File: src/fss_pkg.sv
// Package of constants and types for the fail-safe supply supervisor
package fss_pkg;
   localparam int unsigned CLK_HZ = 40_000_000;
   // Timing figures in microseconds
   localparam longint unsigned BUS_IDLE_US = 64'd8_000_000;
   localparam longint unsigned WD_PERIOD_US = 64'd256_000;
   localparam longint unsigned RST_PULSE_US = 64'd1_000;
   localparam longint unsigned BUS_IDLE_CYC = BUS_IDLE_US * CLK_HZ / 64'd1_000_000;
   localparam longint unsigned WD_PERIOD_CYC = WD_PERIOD_US * CLK_HZ / 64'd1_000_000;
   localparam longint unsigned RST_PULSE_CYC = RST_PULSE_US * CLK_HZ / 64'd1_000_000;
   localparam int unsigned WD_FAIL_LIMIT = 8;
   localparam int unsigned HOLD_BIT = 0;
   localparam int unsigned SAFE_SEL_BIT = 4;
   localparam logic [15:0] CMD_RELEASE_A = 16'hDD00;
   localparam logic [15:0] CMD_RELEASE_B = 16'hDD80;
   localparam logic [2:0] OVR_KEEP = 3'h7;
   localparam logic [2:0] OVR_CUT_IDLE = 3'h6;
   localparam logic [2:0] OVR_CUT_LOW = 3'h5;
   localparam logic [2:0] OVR_CUT_BOTH = 3'h4;
   // Resistor classification codes from the comparators
   localparam logic [1:0] RES_KEEP = 2'h0;
   localparam logic [1:0] RES_CUT_IDLE = 2'h1;
   localparam logic [1:0] RES_CUT_LOW = 2'h2;
   localparam logic [1:0] RES_CUT_BOTH = 2'h3;

   typedef enum logic [3:0]
   {
      FSS_KEEP = 4'b0001,
      FSS_CUT_IDLE = 4'b0010,
      FSS_CUT_LOW = 4'b0100,
      FSS_CUT_BOTH = 4'b1000
   } fss_behav_e;

   typedef enum logic [4:0]
   {
      FSS_ST_INIT = 5'b00001,
      FSS_ST_RESET = 5'b00010,
      FSS_ST_NORMAL = 5'b00100,
      FSS_ST_SAFE_ON = 5'b01000,
      FSS_ST_SAFE_OFF = 5'b10000
   } fss_state_e;
endpackage

File: src/fss_timer_if.sv
// Interface carrying the start/expire handshake of a timer
interface fss_timer_if;
   logic run;
   logic expired;
   modport owner (output run, input expired);
   modport timer (input run, output expired);
endinterface

File: src/fss_timer.sv
// Cycle counter that flags expiry after a set count while run stays high
module fss_timer #(
   parameter longint unsigned COUNT = 64'd10
) (
   input wire logic clk,
   input wire logic rstN,
   fss_timer_if.timer tif
);
   import fss_pkg::*;
   logic [39:0] cnt_reg;
   logic expired_reg;

   always_ff @(posedge clk or negedge rstN)
   begin
      if (!rstN)
      begin
         cnt_reg <= 40'h00_0000_0000;
         expired_reg <= 1'b0;
      end
      else if (!tif.run)
      begin
         cnt_reg <= 40'h00_0000_0000;
         expired_reg <= 1'b0;
      end
      else if (cnt_reg >= 40'(COUNT - 64'd1))
         expired_reg <= 1'b1;
      else
         cnt_reg <= cnt_reg + 40'h00_0000_0001;
   end

   assign tif.expired = expired_reg;
endmodule

File: src/fail_safe_supply_supervisor.sv
// Supply sequencing and fail-safe state machine of the supervisor
import fss_pkg::*;
//
// Function
// RULE1 - Hold bit resets to 0; clear: supply on once battery above start threshold.
// RULE2 - Hold clear: supply stays on in ramp down until undervoltage forces reset.
// RULE3 - Hold clear: in reset with battery below start threshold, supply off.
// RULE4 - Hold set (bit 0): supply stays on until power-on reset, battery-fail set.
// RULE5 - Wake-up ending safe state resumes operation in reset mode.
// RULE6 - Safe output driven low while safe mode is active.
// RULE7 - Keep-supply behaviour holds supply on until failure recovers.
// RULE8 - Cutting behaviours monitor bus idle, input one or both, then cut supply.
// RULE9 - Resistor behaviour latched at init-to-normal, used unless overridden.
// RULE10 - Override field: 111 keep, 110 idle, 101 input low, 100 both.
// RULE11 - Cut-on-bus-idle: supply off 8.0 s after bus goes idle.
// RULE12 - Cut-on-input-low: supply off when input one is low.
// RULE13 - Cut-on-both: supply off only after 8.0 s idle and input one low.
// RULE14 - Safe output stays low after wake-up until release command received.
// RULE15 - Input wake-up in supply-off state only if enabled before safe entry.
// RULE16 - Watchdog failure activates safe on first or second reset pulse, bit 4.
// RULE17 - Supply below reset threshold drives safe low together with reset.
// RULE18 - Reset line clamped low externally enters safe mode.
// RULE19 - Eight consecutive missing refreshes declare watchdog failure state.
// RULE20 - No refresh: 1.0 ms reset pulse every 256 ms.
// RULE21 - Recovery needs reset-low released, supply-low released and a valid refresh.
// RULE22 - Wake-up sources: CAN, LIN, or input one high when enabled.
// RULE23 - Resistor code is two bits, valid only at init-to-normal transition.
// RULE24 - Override persists until next power-on reset.
module fail_safe_supply_supervisor #(
   parameter longint unsigned BUS_IDLE_CYCLES = fss_pkg::BUS_IDLE_CYC,
   parameter longint unsigned WD_PERIOD_CYCLES = fss_pkg::WD_PERIOD_CYC,
   parameter longint unsigned RST_PULSE_CYCLES = fss_pkg::RST_PULSE_CYC
) (
   input wire logic clk,
   input wire logic rstn,
   input wire logic batterySupplyOneAboveStart,
   input wire logic mcuSupplyUnderVoltage,
   input wire logic powerOnReset,
   input wire logic initToNormal,
   input wire logic [1:0] debugResistorPinCode,
   input wire logic holdBitWrite,
   input wire logic holdBitValue,
   input wire logic safeSelBitWrite,
   input wire logic safeSelBitValue,
   input wire logic overrideWrite,
   input wire logic [2:0] overrideValue,
   input wire logic inputWakeEnable,
   input wire logic spiCmdValid,
   input wire logic [15:0] spiCmd,
   input wire logic watchdogRefresh,
   input wire logic canBusIdle,
   input wire logic canActivity,
   input wire logic linActivity,
   input wire logic inputOne,
   input wire logic resetPinIn,
   output logic mcuSupplyEnable,
   output logic resetOutN,
   output logic safeOutN,
   output logic batteryFailFlag,
   output logic holdBit,
   output logic [2:0] safeBehaviourCode,
   output logic watchdogFailState
);
   import fss_pkg::*;

   logic rstSync1, rstSync2;
   always_ff @(posedge clk or negedge rstn)
   begin
      if (!rstn)
      begin
         rstSync1 <= 1'b0;
         rstSync2 <= 1'b0;
      end
      else
      begin
         rstSync1 <= 1'b1;
         rstSync2 <= rstSync1;
      end
   end

   // Pin inputs: three stages, change accepted when stages two and three agree
   logic [2:0] inOneSync, rstPinSync;
   logic inOneLvl_reg, rstPinLvl_reg;
   always_ff @(posedge clk or negedge rstSync2)
   begin
      if (!rstSync2)
      begin
         inOneSync <= 3'h7;
         rstPinSync <= 3'h7;
         inOneLvl_reg <= 1'b1;
         rstPinLvl_reg <= 1'b1;
      end
      else
      begin
         inOneSync <= {inOneSync[1:0], inputOne};
         rstPinSync <= {rstPinSync[1:0], resetPinIn};
         if (inOneSync[1] == inOneSync[2])
            inOneLvl_reg <= inOneSync[2];
         if (rstPinSync[1] == rstPinSync[2])
            rstPinLvl_reg <= rstPinSync[2];
      end
   end

   fss_state_e state_reg;
   logic holdBit_reg, safeSel_reg, ovrValid_reg, safeLow_reg, battery_fail_flag_reg;
   logic wakeEnLatched_reg, resetDrive_reg, wdFail_reg, firstPulseSeen_reg, pulseActive_reg;
   logic [2:0] ovr_reg;
   logic [1:0] resCode_reg;
   logic [3:0] wdMissCnt_reg, drvHist_reg;
   logic [39:0] wdCnt_reg, pulseCnt_reg;
   logic pulseStart, pulseEnd, releaseCmd, clampedLow, wakeEvent, cutCond;
   fss_behav_e behav;

   // Configuration bits; power-on reset returns all but the latched resistor code to defaults
   always_ff @(posedge clk or negedge rstSync2)
   begin
      if (!rstSync2)
      begin
         holdBit_reg <= 1'b0; // see RULE1
         safeSel_reg <= 1'b0;
         ovrValid_reg <= 1'b0;
         ovr_reg <= 3'h0;
         resCode_reg <= RES_KEEP;
      end
      else if (powerOnReset)
      begin
         holdBit_reg <= 1'b0;
         safeSel_reg <= 1'b0;
         ovrValid_reg <= 1'b0; // see RULE24
         ovr_reg <= 3'h0;
      end
      else
      begin
         if (holdBitWrite)
            holdBit_reg <= holdBitValue; // see RULE4
         if (safeSelBitWrite)
            safeSel_reg <= safeSelBitValue; // see RULE16
         if (overrideWrite && overrideValue[2])
         begin
            ovr_reg <= overrideValue; // see RULE10
            ovrValid_reg <= 1'b1;
         end
         if (initToNormal && state_reg == FSS_ST_INIT)
            resCode_reg <= debugResistorPinCode; // see RULE9, RULE23
      end
   end

   // Override wins over the latched resistor code
   always_comb
   begin
      behav = FSS_KEEP;
      if (ovrValid_reg) // see RULE10
      begin
         unique case (ovr_reg)
            OVR_CUT_IDLE: behav = FSS_CUT_IDLE;
            OVR_CUT_LOW: behav = FSS_CUT_LOW;
            OVR_CUT_BOTH: behav = FSS_CUT_BOTH;
            default: behav = FSS_KEEP;
         endcase
      end
      else
      begin
         unique case (resCode_reg) // see RULE9
            RES_CUT_IDLE: behav = FSS_CUT_IDLE;
            RES_CUT_LOW: behav = FSS_CUT_LOW;
            RES_CUT_BOTH: behav = FSS_CUT_BOTH;
            default: behav = FSS_KEEP;
         endcase
      end
   end

   // Bus idle timer in its own module so its count can be shortened
   fss_timer_if idleIf ();
   assign idleIf.run = canBusIdle && (state_reg == FSS_ST_SAFE_ON);
   fss_timer #(.COUNT(BUS_IDLE_CYCLES)) idleTimer (
      .clk(clk),
      .rstN(rstSync2),
      .tif(idleIf)
   );

   always_comb
   begin
      unique case (behav)
         FSS_CUT_IDLE: cutCond = idleIf.expired; // see RULE11
         FSS_CUT_LOW: cutCond = !inOneLvl_reg; // see RULE12
         FSS_CUT_BOTH: cutCond = idleIf.expired && !inOneLvl_reg; // see RULE13
         default: cutCond = 1'b0; // see RULE7
      endcase
   end

   // Watchdog period and reset pulse generation
   assign pulseStart = (wdCnt_reg == 40'(WD_PERIOD_CYCLES - 64'd1));
   assign pulseEnd = pulseActive_reg && (pulseCnt_reg == 40'(RST_PULSE_CYCLES - 64'd1));
   always_ff @(posedge clk or negedge rstSync2)
   begin
      if (!rstSync2)
         wdCnt_reg <= 40'h00_0000_0000;
      else if (watchdogRefresh || (state_reg != FSS_ST_NORMAL && state_reg != FSS_ST_INIT
               && state_reg != FSS_ST_RESET) || pulseStart)
         wdCnt_reg <= 40'h00_0000_0000;
      else
         wdCnt_reg <= wdCnt_reg + 40'h00_0000_0001;
   end

   // Reset pulse stands for its width then releases; a refresh does not cut it short
   always_ff @(posedge clk or negedge rstSync2)
   begin
      if (!rstSync2)
      begin
         pulseActive_reg <= 1'b0;
         pulseCnt_reg <= 40'h00_0000_0000;
      end
      else if (pulseStart)
      begin
         pulseActive_reg <= 1'b1; // see RULE20
         pulseCnt_reg <= 40'h00_0000_0000;
      end
      else if (pulseActive_reg)
      begin
         if (pulseEnd)
            pulseActive_reg <= 1'b0;
         else
            pulseCnt_reg <= pulseCnt_reg + 40'h00_0000_0001;
      end
   end

   always_ff @(posedge clk or negedge rstSync2)
   begin
      if (!rstSync2)
      begin
         wdMissCnt_reg <= 4'h0;
         wdFail_reg <= 1'b0;
         firstPulseSeen_reg <= 1'b0;
      end
      else if (watchdogRefresh)
      begin
         wdMissCnt_reg <= 4'h0;
         firstPulseSeen_reg <= 1'b0;
         if (!rstPinLvl_reg == 1'b0 && !mcuSupplyUnderVoltage)
            wdFail_reg <= 1'b0; // see RULE21
      end
      else if (pulseStart)
      begin
         firstPulseSeen_reg <= 1'b1;
         if (wdMissCnt_reg == 4'(WD_FAIL_LIMIT - 1))
            wdFail_reg <= 1'b1; // see RULE19
         else
            wdMissCnt_reg <= wdMissCnt_reg + 4'h1;
      end
   end

   // Clamped reset: line low although released long enough to pass the synchroniser
   assign clampedLow = !rstPinLvl_reg && resetDrive_reg && (&drvHist_reg)
                       && !pulseActive_reg; // see RULE18
   assign releaseCmd = spiCmdValid && (spiCmd == CMD_RELEASE_A || spiCmd == CMD_RELEASE_B);
   assign wakeEvent = canActivity || linActivity
                      || (wakeEnLatched_reg && inOneLvl_reg); // see RULE15, RULE22

   // Safe output: set wins over release
   always_ff @(posedge clk or negedge rstSync2)
   begin
      if (!rstSync2)
         safeLow_reg <= 1'b0;
      else if (mcuSupplyUnderVoltage) // see RULE17
         safeLow_reg <= 1'b1;
      else if (pulseStart && (!safeSel_reg || firstPulseSeen_reg)) // see RULE16
         safeLow_reg <= 1'b1;
      else if (clampedLow || wdFail_reg)
         safeLow_reg <= 1'b1;
      else if (releaseCmd && state_reg != FSS_ST_SAFE_OFF)
         safeLow_reg <= 1'b0; // see RULE14
   end

   // Main mode machine
   always_ff @(posedge clk or negedge rstSync2)
   begin
      if (!rstSync2)
      begin
         state_reg <= FSS_ST_INIT;
         wakeEnLatched_reg <= 1'b0;
      end
      else
      begin
         unique case (state_reg)
            FSS_ST_INIT:
               if (mcuSupplyUnderVoltage)
                  state_reg <= FSS_ST_RESET;
               else if (initToNormal)
                  state_reg <= FSS_ST_NORMAL;
            FSS_ST_RESET:
               if (!mcuSupplyUnderVoltage && !pulseActive_reg)
                  state_reg <= FSS_ST_NORMAL;
            FSS_ST_NORMAL:
            begin
               wakeEnLatched_reg <= inputWakeEnable; // see RULE15
               if (wdFail_reg || clampedLow)
                  state_reg <= FSS_ST_SAFE_ON;
               else if (mcuSupplyUnderVoltage) // see RULE2
                  state_reg <= FSS_ST_RESET;
            end
            FSS_ST_SAFE_ON:
               if (!wdFail_reg && !clampedLow && !mcuSupplyUnderVoltage)
                  state_reg <= FSS_ST_NORMAL; // see RULE21
               else if (cutCond) // see RULE8
                  state_reg <= FSS_ST_SAFE_OFF;
            FSS_ST_SAFE_OFF:
               if (wakeEvent)
                  state_reg <= FSS_ST_RESET; // see RULE5
            default:
               state_reg <= FSS_ST_INIT;
         endcase
      end
   end

   // Supply enable and battery-fail flag
   always_ff @(posedge clk or negedge rstSync2)
   begin
      if (!rstSync2)
      begin
         mcuSupplyEnable <= 1'b0;
         battery_fail_flag_reg <= 1'b0;
      end
      else
      begin
         if (powerOnReset)
            battery_fail_flag_reg <= 1'b1; // see RULE4
         if (state_reg == FSS_ST_SAFE_OFF)
            mcuSupplyEnable <= 1'b0; // see RULE8
         else if (holdBit_reg)
            mcuSupplyEnable <= !(powerOnReset || battery_fail_flag_reg); // see RULE4
         else if (batterySupplyOneAboveStart)
            mcuSupplyEnable <= 1'b1; // see RULE1
         else if (state_reg == FSS_ST_RESET)
            mcuSupplyEnable <= 1'b0; // see RULE3
      end
   end

   // Reset output low in reset mode and during watchdog pulses
   always_ff @(posedge clk or negedge rstSync2)
   begin
      if (!rstSync2)
      begin
         resetDrive_reg <= 1'b0;
         drvHist_reg <= 4'h0;
      end
      else
      begin
         resetDrive_reg <= !(mcuSupplyUnderVoltage || pulseStart || (pulseActive_reg && !pulseEnd)
                             || state_reg == FSS_ST_RESET || state_reg == FSS_ST_SAFE_OFF);
         drvHist_reg <= {drvHist_reg[2:0], resetDrive_reg};
      end
   end

   assign resetOutN = resetDrive_reg;
   assign safeOutN = !safeLow_reg; // see RULE6
   assign batteryFailFlag = battery_fail_flag_reg;
   assign holdBit = holdBit_reg;
   assign watchdogFailState = wdFail_reg;
   always_comb
   begin
      unique case (behav)
         FSS_CUT_IDLE: safeBehaviourCode = OVR_CUT_IDLE;
         FSS_CUT_LOW: safeBehaviourCode = OVR_CUT_LOW;
         FSS_CUT_BOTH: safeBehaviourCode = OVR_CUT_BOTH;
         default: safeBehaviourCode = OVR_KEEP;
      endcase
   end
endmodule

File: config.mk
export PLATFORM = sky130hd
export DESIGN_NAME = fail_safe_supply_supervisor
export DESIGN_NICKNAME = d
export VERILOG_FILES = /design/src/fss_pkg.sv /design/src/fss_timer_if.sv /design/src/fss_timer.sv /design/src/fail_safe_supply_supervisor.sv
export SDC_FILE = /design/constraint.sdc
export NUM_CORES = 1
export LEC_CHECK = 0
export BUFFER_PORTS_ARGS = -buffer_cell sky130_fd_sc_hd__buf_2
export CAP_MARGIN = 25
export CORE_MARGIN = 3
export CORE_UTILIZATION = 61
export CTS_CLUSTER_DIAMETER = 80
export DETAILED_ROUTE_END_ITERATION = 6
export PLACE_DENSITY = 0.76
export SYNTH_ARGS = -nofsm -noshare
export SYNTH_HDL_FRONTEND = slang
export SYNTH_HIERARCHICAL = 1
export SYNTH_SLANG_ARGS = --single-unit
File: constraint.sdc
create_clock -name clk -period 5.2 [get_ports clk]
set_input_delay 0.26 -clock clk [delete_from_list [all_inputs] [get_ports clk]]
set_output_delay 0.26 -clock clk [all_outputs]
set_load 0.01 [all_outputs]
Word-level counts from Yosys, hierarchy flattened. Index checks and enable logic that the tools add are counted.

Output and inout port bits: 9. Flip-flop bits (word level): 160.

$add $sub $neg: 4. Equality and inequality tests: 35. Muxes and demuxes: 50. $lt $le $gt $ge: 1. Reduce and logical (&&, ||, !) cells: 56. Bitwise logic cells: 1.

Operators by type and width (count): $mux 40 (6); $add 40x1->40 const B (3); $eq 40x16->1 const B (1); $eq 40x24->1 const B (1); $ge 40x29->1 const B (1); $mux 5 (8); $eq 16x16->1 const B (2); $mux 1 (25); $pmux 5 s5 (1); $pmux 4 s3 (2); $logic_and 1x1->1 (19); $mux 4 (4); $logic_or 1x1->1 (12); $ne 2x2->1 const B (6); $reduce_bool 2->1 (6); $logic_not 1->1 (11); $eq 3x3->1 const B (3); $eq 4x3->1 const B (2); $reduce_bool 4->1 (2); $mux 3 (2); $ne 3x3->1 const B (2); $pmux 2 s3 (1); $reduce_and 2->1 (3); $eq 5x1->1 const B (1); 21 further kinds (23).

Longest topological paths before layout.
Depth after elaboration: 9. Gate-level depth with buffers: 9. Mapped depth without buffers: 7.

Modules after synthesis. Netlist, hierarchy kept.

By module, submodules not included: fail_safe_supply_supervisor (area an instance 5891.9 µm², sequential area each 2989.1 µm², cells each 603, instances 1); fss_timer (area an instance 2079.5 µm², sequential area each 1026.0 µm², cells each 211, instances 1).

Least setup slack after synthesis. Ideal clock, no wire load.

Path type: register to register. From: register wdCnt_reg[0]. To: register wdCnt_reg[26]. Setup slack: 3.190 ns. Stages on the path, launching flop included: 9. Arrival: 1.890 ns. Path through: dfrtp_1 > ha_1 > nand3_1 > or2_1 > nor4_4 > or2_1 > buf_2 > buf_4 > nor2_1.

Word-level cells in the longest chain between the ends: 3.

RTL lines: start, declared (line fail_safe_supply_supervisor.sv:110) `logic [39:0] wdCnt_reg, pulseCnt_reg;`; start signal, assigned (line fail_safe_supply_supervisor.sv:202) `wdCnt_reg <= wdCnt_reg + 40'h00_0000_0001;`; branches (longest 2 deep; another with $add 40x1->40); $mux 40 * (line fail_safe_supply_supervisor.sv:198) `else if (watchdogRefresh || (state_reg != FSS_ST_NORMAL && state_reg != FSS_ST_INIT`.

Mark *: on every way between the ends. A chain may end at the register's enable or synchronous reset.

Final worst setup path.
From: register wdCnt_reg[0]. To: register wdCnt_reg[25].

The elaborated chain is that of the path after synthesis.

==> flow_summary.toml <==
[critical_path]
r2r_setup_slack_ns = 2.18
arrival_ns = 3.33
cp_max_fo = 42
crit_path_end_kind = "flop"
timing.rr.end = "wdCnt_reg[25]"
critPathBufInv = 2
rr_worst_depth = 8
required_ns = 5.50
r2r-start = "wdCnt_reg[0]"
critPathTopFamily = "simple AND/OR/NAND/NOR gates"
critPathKind = "flop to flop"
crit_path_start = "wdCnt_reg[0]"
cp_slowest_stage_delay_ns = 0.57
worstSetupStartpointType = "flop"
crit_chain = "ha_1, nand3_1, or2_1, nor4_4, buf_4, or2_1, buf_4, nor2_1"
cpMaxStageDelayCell = "or2_1"

[timing]
final_hold_viol_count = 0
drv_slew = 0
period_minus_slack_ns = 3.02
timing.final.crit_share_pct = 58.2
fmax_ghz = 0.331
setup_slack_ns = 2.18
setup-tns-final_ns = 0
fin_skew_ns = 0.00514
worst_slew_pin_slew_ns = 1.02
slew_headroom_pct = 31.3
rsz0062_at_grt = "false"
setup_viol = 0

[synthesis]
ys_top_cells_by_area = "dfrtp_1, nor2_1, xor2_1"
synth_edf_count = 0
synthFlopType = "dfrtp_1"
synth_area_mm2 = 0.00797
synth.avg_cell_area_um2 = 9.79
netlist_instances = 814
synthDistinctLibCells = 64
yosysWarnings = 6
yosysTopAreaCell = "dfrtp_1"
async_reset_ff_share_pct = 100
ys_ff_latch = 160
synth_top_area_share_pct = 47.4
seq_area_frac_synth_pct = 50.4

[clocking]
cts.sinks = 160
cts_tree = "yes"
cts-resized-gates = 0
clk_pin_slew_worst_paths_ns = 0.06
insertion_delay_ns = 0.42
htreeDepth = 4
cts_buffer_depth = 2
cts_setup_buffers = 0
numCtsBuffers = 17
cts-root-buf = "clkbuf_16"

[finish]
drive_gt1_share_pct = 13.1
fill_cells = 957
final_cells = 1044
final_common_cell = "dfrtp_1"
antenna_cells = 0
synthToLayoutAreaGrowth_pct = 12.4
final_cell_mix = "dfrtp_1, nor2_1, nand2_1, nand3_1, buf_2"
fin_nets = 903

[hold_path]
hold_depth = 3
min_to = "wakeEnLatched_reg"
holdCritStartpoint = "inputWakeEnable"
worstHoldPathType = "primary input to flop"

[die]
die_w_um = 120
initial_core_util_pct = 62.7
die-area_mm2 = 0.0145
core_area_mm2 = 0.0127
io_pins = 49
die_height_um = 120
num_rows = 41

[route]
ant_nets = 0
drt-met1-wl_um = 7560
top_layer = "met4"
met3_wirelength_um = 821
num_vias = 6399
wl_per_cell_um = 16.4
wirelength_um = 17100
drc = 0
drtIter0Drc = 521
vias_per_cell = 6.13
wl_met2_um = 8570
first_pass_iters = 5

[grt]
grt_usage_pct = 25.3
grt_pass1_vias = 6397
antenna_found_initial = 0
grt-ovfl-total = 0
grt_pass1_wl_um = 29700
grt_max_degree = 62

[placed_design]
numPortBuffers = 46
gp_congestion = 0.859
post-place-ws_ns = 2.19
dp.cells = 1008
dp_hpwl_um = 11500

[power]
power_mw = 2.82
seq_power_share_pct = 47.4
internal-power_mw = 2.17
combPwrFrac_pct = 7.8
swShare_pct = 23.2
ir_drop_uv = 344
p_leak_nw = 3.76
switchingPower_mw = 0.656
p_clk_share_pct = 44.8
powerDensity_mw_per_mm2 = 315

[job]
cap_violations = 0

[status]
outcome = "finished, final reports clean"
## worst reg2reg max path, stage by stage (launching register included)
cell	delay [ns]
dfrtp_1	0.41
ha_1	0.23
nand3_1	0.23
or2_1	0.34
nor4_4	0.25
buf_4	0.42
or2_1	0.57
buf_4	0.37
nor2_1	0.09
## routing by layer
metal	up-vias	track usage, %
li1	3031	-
met1	3165	33.2
met2	184	42.0
met3	19	6.17
met4	0	7.86
met5	-	0
## cell usage after synthesis, drive strengths merged, types with 10 or more instances
library cell    n
nor4           30
a21oi          43
nand2          53
nor3           19
and2           14
o21ai          34
nand4          39
clkbuf         15
or3            25
or4            11
nand3          46
xnor2          32
dfrtp         151
inv            14
and4           21
xor2           34
mux2i          10
nor2           97
buf            16
and3           21
## power by group through the flow
stage	Combinational (mW)	Clock [mW]	Sequential, mW
2_1_floorplan	0.148	0	1.36
3_3_place_gp	0.207	0	1.35
3_5_place_dp	0.220	0	1.36
4_1_cts	0.222	1.28	1.34
5_1_grt	0.247	1.34	1.34
6_report	0.220	1.27	1.34
## final cells by class
| type | instances | area [um^2] | area share (%) |
|---|---|---|---|
| Sequential cell | 160 | 4020 | 44.8 |
| Multi-Input combinational cell | 609 | 3750 | 41.8 |
| Clock buffer | 28 | 537 | 5.99 |
| Timing Repair Buffer | 56 | 315 | 3.52 |
| Tap cell | 172 | 215 | 2.40 |
| Clock inverter | 4 | 70.1 | 0.782 |
| Inverter | 15 | 56.3 | 0.628 |
## stage by stage
stage                     hold WS (ns)  instance area [um^2]  utilization [%]
after floorplan                -0.0356                  7980                -
after global placement          0.0445                  8310             65.3
after detailed placement        0.0504                  8320             65.4
after CTS                       0.0237                  8960             70.4
after global routing            0.0351                  8960             70.5
final                           0.0430                  8960             70.5
## logic make-up (layout without fill, tap and decap cells)
logic type | count (synthesis) | after routing | synth area share [%]
simple gates | 415 | 415 | 28.9
flops | 160 | 160 | 50.4
compound gates | 107 | 107 | 8.26
xor+xnor | 66 | 66 | 7.25
buf+inv | 46 | 103 | 2.62
mux | 13 | 13 | 1.68
fa+ha+maj | 6 | 6 | 0.879
other cells | 1 | 2 | 0.0470
## how the worst max path moves through the flow
| stage | end | slack [ns] | cells past startpoint |
|---|---|---|---|
| finish | wdCnt_reg[25] | 2.18 | 8 |
| global route | wdCnt_reg[31] | 1.90 | 8 |
| CTS | wdCnt_reg[25] | 2.18 | 8 |
| detailed placement | wdCnt_reg[25] | 2.19 | 8 |
| global placement | wdCnt_reg[26] | 2.31 | 8 |
| floorplan | batteryFailFlag | 0.43 | 0 |
## timing repair
item | in CTS | in global routing
endpoints found under the setup margin | 0 | 0
hold endpoints to repair | 4 | 0
hold buffers | 3 | 0
(Power assumes the default switching activity.)
